`config.mk`:
```
export PLATFORM = sky130hd
export DESIGN_NAME = lppb_top
export DESIGN_NICKNAME = d
export VERILOG_FILES = /design/src/include/lppb_pkg.sv /design/src/logic/lppb_port.sv /design/src/logic/lppb_top.sv
export VERILOG_INCLUDE_DIRS = /design/src /design/src/include
export SDC_FILE = /design/constraint.sdc
export NUM_CORES = 1
export LEC_CHECK = 0
export BUFFER_PORTS_ARGS = -buffer_cell sky130_fd_sc_hd__buf_2
export CAP_MARGIN = 15
export CORE_ASPECT_RATIO = 2
export CORE_MARGIN = 5
export CORE_UTILIZATION = 65
export CTS_BUF_LIST = sky130_fd_sc_hd__clkbuf_16
export CTS_CLUSTER_DIAMETER = 80
export DETAILED_ROUTE_END_ITERATION = 16
export GPL_TIMING_DRIVEN = 0
export PLACE_DENSITY_LB_ADDON = 0.12
export REMOVE_ABC_BUFFERS = 1
export SYNTH_ARGS = -nofsm -noshare
export SYNTH_HDL_FRONTEND = slang
export SYNTH_SLANG_ARGS = --single-unit
```
`constraint.sdc`:
```
create_clock -name clk -period 3.86 [get_ports clk]
set_input_delay 0.772 -clock clk [delete_from_list [all_inputs] [get_ports clk]]
set_output_delay 0.772 -clock clk [all_outputs]
set_load 0.05 [all_outputs]
```
`src/include/lppb_regs.svh`:
```
// Register offsets, field positions, reset values and timing counts for the LED port block
`ifndef LPPB_REGS_SVH
`define LPPB_REGS_SVH

// ==========================================
// Register map
`define LPPB_NUM_PORTS 4
`define LPPB_COMMON_DUTY_ADDR 8'h45
`define LPPB_DUTY_BASE_ADDR 8'h50
`define LPPB_DUTY_LAST_ADDR 8'h53
`define LPPB_CFG_BASE_ADDR 8'h54
`define LPPB_CFG_LAST_ADDR 8'h57
`define LPPB_GROUP_MASK 8'hfc

// ==========================================
// Field layout of the configuration register
`define LPPB_CFG_SEL_BIT 5
`define LPPB_CFG_PERIOD_MSB 4
`define LPPB_CFG_PERIOD_LSB 2
`define LPPB_CFG_ONTIME_MSB 1
`define LPPB_CFG_ONTIME_LSB 0

// ==========================================
// Reset values and codes
`define LPPB_DUTY_RESET 8'h00
`define LPPB_CFG_RESET 6'h00
`define LPPB_DUTY_FULL 8'hff
`define LPPB_PERIOD_NONE 3'h0
`define LPPB_PERIOD_LAST 3'h5
`define LPPB_PERIOD_SHIFT 4'h7
`define LPPB_READ_IDLE 8'h00

// ==========================================
// Timing
`define LPPB_CLK_MHZ 50
`define LPPB_STEP_NS 1000
`define LPPB_STEP_CYCLES ((`LPPB_STEP_NS * `LPPB_CLK_MHZ + 999) / 1000)
`define LPPB_TICK_MS 1
`define LPPB_MS_CYCLES (`LPPB_TICK_MS * `LPPB_CLK_MHZ * 1000)

`endif

```
`src/include/lppb_pkg.sv`:
```
// Types shared by the LED port block
package lppb_pkg;

  // ==========================================
  // Per-port configuration
  typedef struct packed {
    logic common_sel;
    logic [2:0] blink_period;
    logic [1:0] on_time;
  } lppb_cfg_t;

  // ==========================================
  // Register access request from the serial port engine
  typedef struct packed {
    logic wr;
    logic rd;
    logic [7:0] addr;
    logic [7:0] wdata;
  } lppb_req_t;

endpackage

```
`src/logic/lppb_port.sv`:
```
// One LED port: duty modulation gated by the blink window
`include "lppb_regs.svh"
module lppb_port
  import lppb_pkg::*;
(
  input wire logic clk,
  input wire logic rstn,
  input wire lppb_cfg_t cfg,
  input wire logic [7:0] duty_own,
  input wire logic [7:0] duty_common,
  input wire logic [7:0] pwm_step,
  input wire logic [11:0] ms_count,
  output logic led_sink_oe
);

  // ==========================================
  // Blink window
  function automatic logic blink_window(input logic [2:0] period, input logic [1:0] on_time,
                                        input logic [11:0] ms);
    logic [3:0] k;
    logic [12:0] span;
    logic [12:0] phase;
    logic [12:0] limit;
    k = 4'h0;
    span = 13'h0000;
    phase = 13'h0000;
    limit = 13'h0000;
    if (period == `LPPB_PERIOD_NONE || period > `LPPB_PERIOD_LAST) begin
      blink_window = 1'b1;
    end else begin
      k = {1'b0, period} + `LPPB_PERIOD_SHIFT;
      span = 13'h0001 << k;
      phase = {1'b0, ms} & (span - 13'h0001);
      limit = span >> ({2'b00, on_time} + 4'h1);
      blink_window = phase < limit;
    end
  endfunction

  logic [7:0] duty;
  logic pwm_on;
  logic next_led_sink_oe;

  always_comb begin
    duty = cfg.common_sel ? duty_common : duty_own;
    pwm_on = (duty == `LPPB_DUTY_FULL) || (pwm_step < duty);
    next_led_sink_oe = pwm_on && blink_window(cfg.blink_period, cfg.on_time, ms_count);
  end

  // ==========================================
  // Output drive
  always_ff @(posedge clk or negedge rstn) begin
    if (!rstn) begin
      led_sink_oe <= 1'b0;
    end else begin
      led_sink_oe <= next_led_sink_oe;
    end
  end

endmodule

```
`src/logic/lppb_top.sv`:
```
// LED port duty and blink block with its register file
// Overview of operation
// - Four per-port duty registers at consecutive addresses, first port lowest.
// - Duty n from 1 to 254 lights the LED n of 256 steps.
// - Duty all ones keeps the LED on continuously.
// - Per-port duty registers reset to zero, LED off.
// - Four per-port configuration registers at consecutive addresses, same port order.
// - Select bit picks own duty register at zero, common duty at one.
// - Period code zero no blink; codes one to five give 256 to 4096 ms.
// - On-time code gives 50, 25, 12.5 or 6.25 percent of period.
// - Common duty register shares the encoding and resets to zero.
`include "lppb_regs.svh"
module lppb_top
  import lppb_pkg::*;
#(
  parameter int NUM_PORTS = `LPPB_NUM_PORTS,
  parameter int STEP_CYCLES = `LPPB_STEP_CYCLES,
  parameter int MS_CYCLES = `LPPB_MS_CYCLES
)
(
  input wire logic clk,
  input wire logic rstn,
  input wire lppb_req_t req,
  output logic [7:0] rdata,
  output logic rvalid,
  output logic [NUM_PORTS-1:0] led_port_sink_oe
);

  localparam int STEP_W = $clog2(STEP_CYCLES + 1);
  localparam int MS_W = $clog2(MS_CYCLES + 1);

  // ==========================================
  // Address decode
  function automatic logic in_group(input logic [7:0] addr, input logic [7:0] base);
    in_group = (addr & `LPPB_GROUP_MASK) == base;
  endfunction

  function automatic logic [5:0] cfg_bits(input lppb_cfg_t c);
    cfg_bits = {c.common_sel, c.blink_period, c.on_time};
  endfunction

  logic [7:0] duty [NUM_PORTS];
  lppb_cfg_t cfg [NUM_PORTS];
  logic [7:0] common_duty;
  logic [1:0] idx;

  assign idx = req.addr[1:0];

  // ==========================================
  // Register writes
  always_ff @(posedge clk or negedge rstn) begin
    if (!rstn) begin
      for (int i = 0; i < NUM_PORTS; i++) begin
        duty[i] <= `LPPB_DUTY_RESET;
      end
    end else if (req.wr && in_group(req.addr, `LPPB_DUTY_BASE_ADDR)) begin
      duty[idx] <= req.wdata;
    end
  end

  always_ff @(posedge clk or negedge rstn) begin
    if (!rstn) begin
      for (int i = 0; i < NUM_PORTS; i++) begin
        cfg[i] <= `LPPB_CFG_RESET;
      end
    end else if (req.wr && in_group(req.addr, `LPPB_CFG_BASE_ADDR)) begin
      cfg[idx] <= req.wdata[`LPPB_CFG_SEL_BIT:`LPPB_CFG_ONTIME_LSB];
    end
  end

  always_ff @(posedge clk or negedge rstn) begin
    if (!rstn) begin
      common_duty <= `LPPB_DUTY_RESET;
    end else if (req.wr && req.addr == `LPPB_COMMON_DUTY_ADDR) begin
      common_duty <= req.wdata;
    end
  end

  // ==========================================
  // Register reads
  always_ff @(posedge clk or negedge rstn) begin
    if (!rstn) begin
      rdata <= `LPPB_READ_IDLE;
      rvalid <= 1'b0;
    end else begin
      rvalid <= req.rd;
      if (req.rd) begin
        if (in_group(req.addr, `LPPB_DUTY_BASE_ADDR)) begin
          rdata <= duty[idx];
        end else if (in_group(req.addr, `LPPB_CFG_BASE_ADDR)) begin
          rdata <= {2'b00, cfg_bits(cfg[idx])};
        end else if (req.addr == `LPPB_COMMON_DUTY_ADDR) begin
          rdata <= common_duty;
        end else begin
          rdata <= `LPPB_READ_IDLE;
        end
      end
    end
  end

  // ==========================================
  // Modulation step timebase
  logic [STEP_W-1:0] step_div;
  logic [7:0] pwm_step;

  always_ff @(posedge clk or negedge rstn) begin
    if (!rstn) begin
      step_div <= '0;
      pwm_step <= 8'h00;
    end else if (step_div == STEP_W'(STEP_CYCLES - 1)) begin
      step_div <= '0;
      pwm_step <= pwm_step + 8'h01;
    end else begin
      step_div <= step_div + STEP_W'(1);
    end
  end

  // ==========================================
  // Millisecond timebase for blinking
  logic [MS_W-1:0] ms_div;
  logic [11:0] ms_count;

  always_ff @(posedge clk or negedge rstn) begin
    if (!rstn) begin
      ms_div <= '0;
      ms_count <= 12'h000;
    end else if (ms_div == MS_W'(MS_CYCLES - 1)) begin
      ms_div <= '0;
      ms_count <= ms_count + 12'h001;
    end else begin
      ms_div <= ms_div + MS_W'(1);
    end
  end

  // ==========================================
  // Port channels
  for (genvar p = 0; p < NUM_PORTS; p++) begin : g_port
    lppb_port u_port (
      .clk(clk),
      .rstn(rstn),
      .cfg(cfg[p]),
      .duty_own(duty[p]),
      .duty_common(common_duty),
      .pwm_step(pwm_step),
      .ms_count(ms_count),
      .led_sink_oe(led_port_sink_oe[p])
    );
  end

endmodule

```
==> results.toml <==
[cells_and_area]
num-fill-cells = 940
finalNetCount = 961
syn2layout_area_growth_pct = 9.729
final_core_util = 0.7264
drive_above_1_share = 0.1879
stdcell_count = 1023
seqCellArea_um2 = 2978
multi_input_area_um2 = 5226
diodes = 0

[routing]
wirelength_mm = 22.25
drt_iter0_drc = 380
drc = 0
firstDrtPassIters = 5
vias_per_cell = 6.536
ant_nets = 0
wl_per_cell_um = 21.75
vias = 6686

[timing]
setup_violations = 0
hold_viol = 0
worst_slew_pin_slew_ps = 976.1
slew-limit-headroom = 0.3444
finalMaxSlewViolations = 0
setup_tns_ps = 0
rsz0062_at_grt = "false"
min_period_ps = 2645
finalCritPeriodShare = 0.6854
fin_worst_skew_ps = 7.911
fmax_mhz = 378.0
holdWs_ps = 282.4

[power_and_ir_drop]
irDropWorstVdd_v = 0.0003318
p_leak_nw = 4.116
power_per_cell_area_nw_per_um2 = 355.2
power_mw = 3.258

[clocking]
ctsResizeCount = 0
cts_buffer_depth = 2
htreeDepth = 4
cts_made_buffers = 17
cts_tree = "built"
clk_pin_slew_ps = 60
clockRootBuffer = "clkbuf_16"
clkLatencyLatePin_ps = 410
cts_hold_buffers = 0
cts_setup_buffers = 0
cts_num_sinks = 119

[outcome]
status = "completed"

[yosys]
seq_area_frac_synth = 0.3562
netlist_area_um2 = 8359
synth_cells = 839
ys_async_sr_fraction = 1.000
synth_area_per_cell_um2 = 9.963
ys.flop_type = "dfrtp_1"
yosysWarnings = 0
synth_enable_flop_cells = 0
synth.distinct_cells = 55
ys_seq_elements = 119

[critical_path]
worst_ep_required_time_ps = 4150
critical_path.startpoint = "req[8]"
slowest_delay_ps = 650
cp-start-kind = "input port"
critPathBufInv = 2
cp.arrival_ps = 2940
r2r-start = "ms_div[7]$_DFF_PN0_"
crit_path_end_kind = "register"
critPathKind = "in2reg"
crit_fanout = 18
slowest_stage = "nor4_2"
worst_r2r_path_depth = 5
reg2reg_to = "ms_count[11]$_DFFE_PN0N_"
path_delay_family = "simple AND/OR/NAND/NOR gates"
reg2reg_slack_ps = 1240
crit_chain = "buf_2, and2b_1, nand2_1, nor4_2, buf_4, mux2_2"

[placement]
placement.io_buffers = 32
place_congestion = 0.9906
place_inst = 990
detailed_place_hpwl_mm = 17.09

[grt]
grt_max_degree = 75
grt_pass1_wl_mm = 36.47
grt.total_usage = 0.3012
grt_pass1_vias = 7134
grt_overflow = 0
antenna_found_initial = 0

[run]
maxCapViolations = 0

[floorplan]
rows = 58
die_area_um2 = 15370
floorplan.initialDensity = 0.6620
die_y_um = 170.4
io_pins = 33
core_um2 = 12630
chipWidth_um = 90.19

[min_path]
hold_path.class = "in2async"
## how the worst max path moves through the flow
stage,endpoint,cells past startpoint
detailed placement,common_duty[7]$_DFFE_PN0P_,5
floorplan,duty[0]$_DFFE_PN0P_,4
global route,ms_count[11]$_DFFE_PN0N_,6
global placement,rdata[7]$_DFFE_PN0P_,5
finish,common_duty[7]$_DFFE_PN0P_,6
CTS,common_duty[6]$_DFFE_PN0P_,5
## Yosys cell counts (2+ instances only)
master / instances / area share
nand4_1: 27 / 0.020
buf_4: 4 / 0.0036
nand3_1: 35 / 0.021
nor3_1: 22 / 0.013
dfrtp_1: 119 / 0.36
a21o_1: 3 / 0.0027
nand2_1: 52 / 0.023
buf_1: 5 / 0.0022
or4bb_1: 2 / 0.0027
or2_2: 5 / 0.0037
and3_1: 2 / 0.0015
o21a_1: 4 / 0.0036
a211oi_1: 4 / 0.0036
nand2b_1: 12 / 0.0090
ha_1: 81 / 0.12
a31oi_1: 6 / 0.0045
xnor2_1: 20 / 0.021
o211ai_1: 7 / 0.0063
nor2b_1: 46 / 0.034
inv_1: 6 / 0.0027
nor3b_1: 2 / 0.0018
buf_2: 3 / 0.0018
o21ai_0: 28 / 0.017
o21bai_1: 3 / 0.0027
mux2_2: 71 / 0.096
nor2_1: 57 / 0.026
mux4_2: 14 / 0.038
a21oi_1: 53 / 0.032
and4_1: 3 / 0.0031
a22oi_1: 13 / 0.012
nand3b_1: 9 / 0.0081
nor2_2: 3 / 0.0022
a21boi_0: 3 / 0.0027
mux2i_1: 28 / 0.034
o211a_1: 4 / 0.0048
clkbuf_1: 35 / 0.016
and2_1: 16 / 0.012
xor2_1: 15 / 0.016
## metal layers
metal / vias to the layer above / GRT usage / share of wire
met2: 202 / 0.5542 / 0.55
met1: 3306 / 0.2995 / 0.34
li1: 3082 / - / -
met4: 0 / 0.2178 / 0.080
met3: 96 / 0.05130 / 0.035
met5: - / 0 / 0
## state kept, by name, summed over array words and instances, names as in the netlist
signal and flops:
ms_count 12, step_div 6, pwm_step 8, rdata 8, ms_div 16, rvalid 1
duty 32, g_port.u_port.led_sink_oe 4, common_duty 8, cfg 24
## cell families after synthesis
group / count (synthesis) / synth area share
DFF: 119 / 0.3562
other: 1 / 0.0004486
muxes: 113 / 0.1669
buffers and inverters: 53 / 0.02604
xor gates and xnor gates: 35 / 0.03667
AOI/OAI and AO/OA: 134 / 0.09699
adders and majority gates: 81 / 0.1212
and+or+nand+nor: 303 / 0.1955
## placed cells by master, fill, tap and decap left out, types with 27 or more instances in the layout
cell	instances
nand2_1	52
nand3_1	35
nor2_1	57
mux2i_1	28
a21oi_1	53
nor2b_1	46
o21ai_0	28
ha_1	81
dfrtp_1	119
nand4_1	27
mux2_2	71
buf_2	31
## final cells by class
| class | instances | share of cell area |
|---|---|---|
| Multi-Input combinational cell | 682 | 0.5698 |
| Sequential cell | 119 | 0.3246 |
| Clock buffer | 17 | 0.04638 |
| Timing Repair Buffer | 34 | 0.02196 |
| Tap cell | 150 | 0.02046 |
| Clock inverter | 15 | 0.01432 |
| Inverter | 6 | 0.002455 |
## per-stage QoR
step | instance area [um^2] | worst slack (ps)
final | 9173 | 1215
after global routing | 9173 | 990.8
after CTS | 9165 | 1057
after detailed placement | 8608 | 651.6
after floorplan | 8220 | 1617
after global placement | 8568 | 599.8
## report_power, final
group          internal [mW]  total, mW  switching, mW
combinational          0.155      0.407          0.252
clock                  0.886       1.47          0.586
sequential              1.30       1.38         0.0829
No activity file was read; power rests on OpenSTA's default activity.
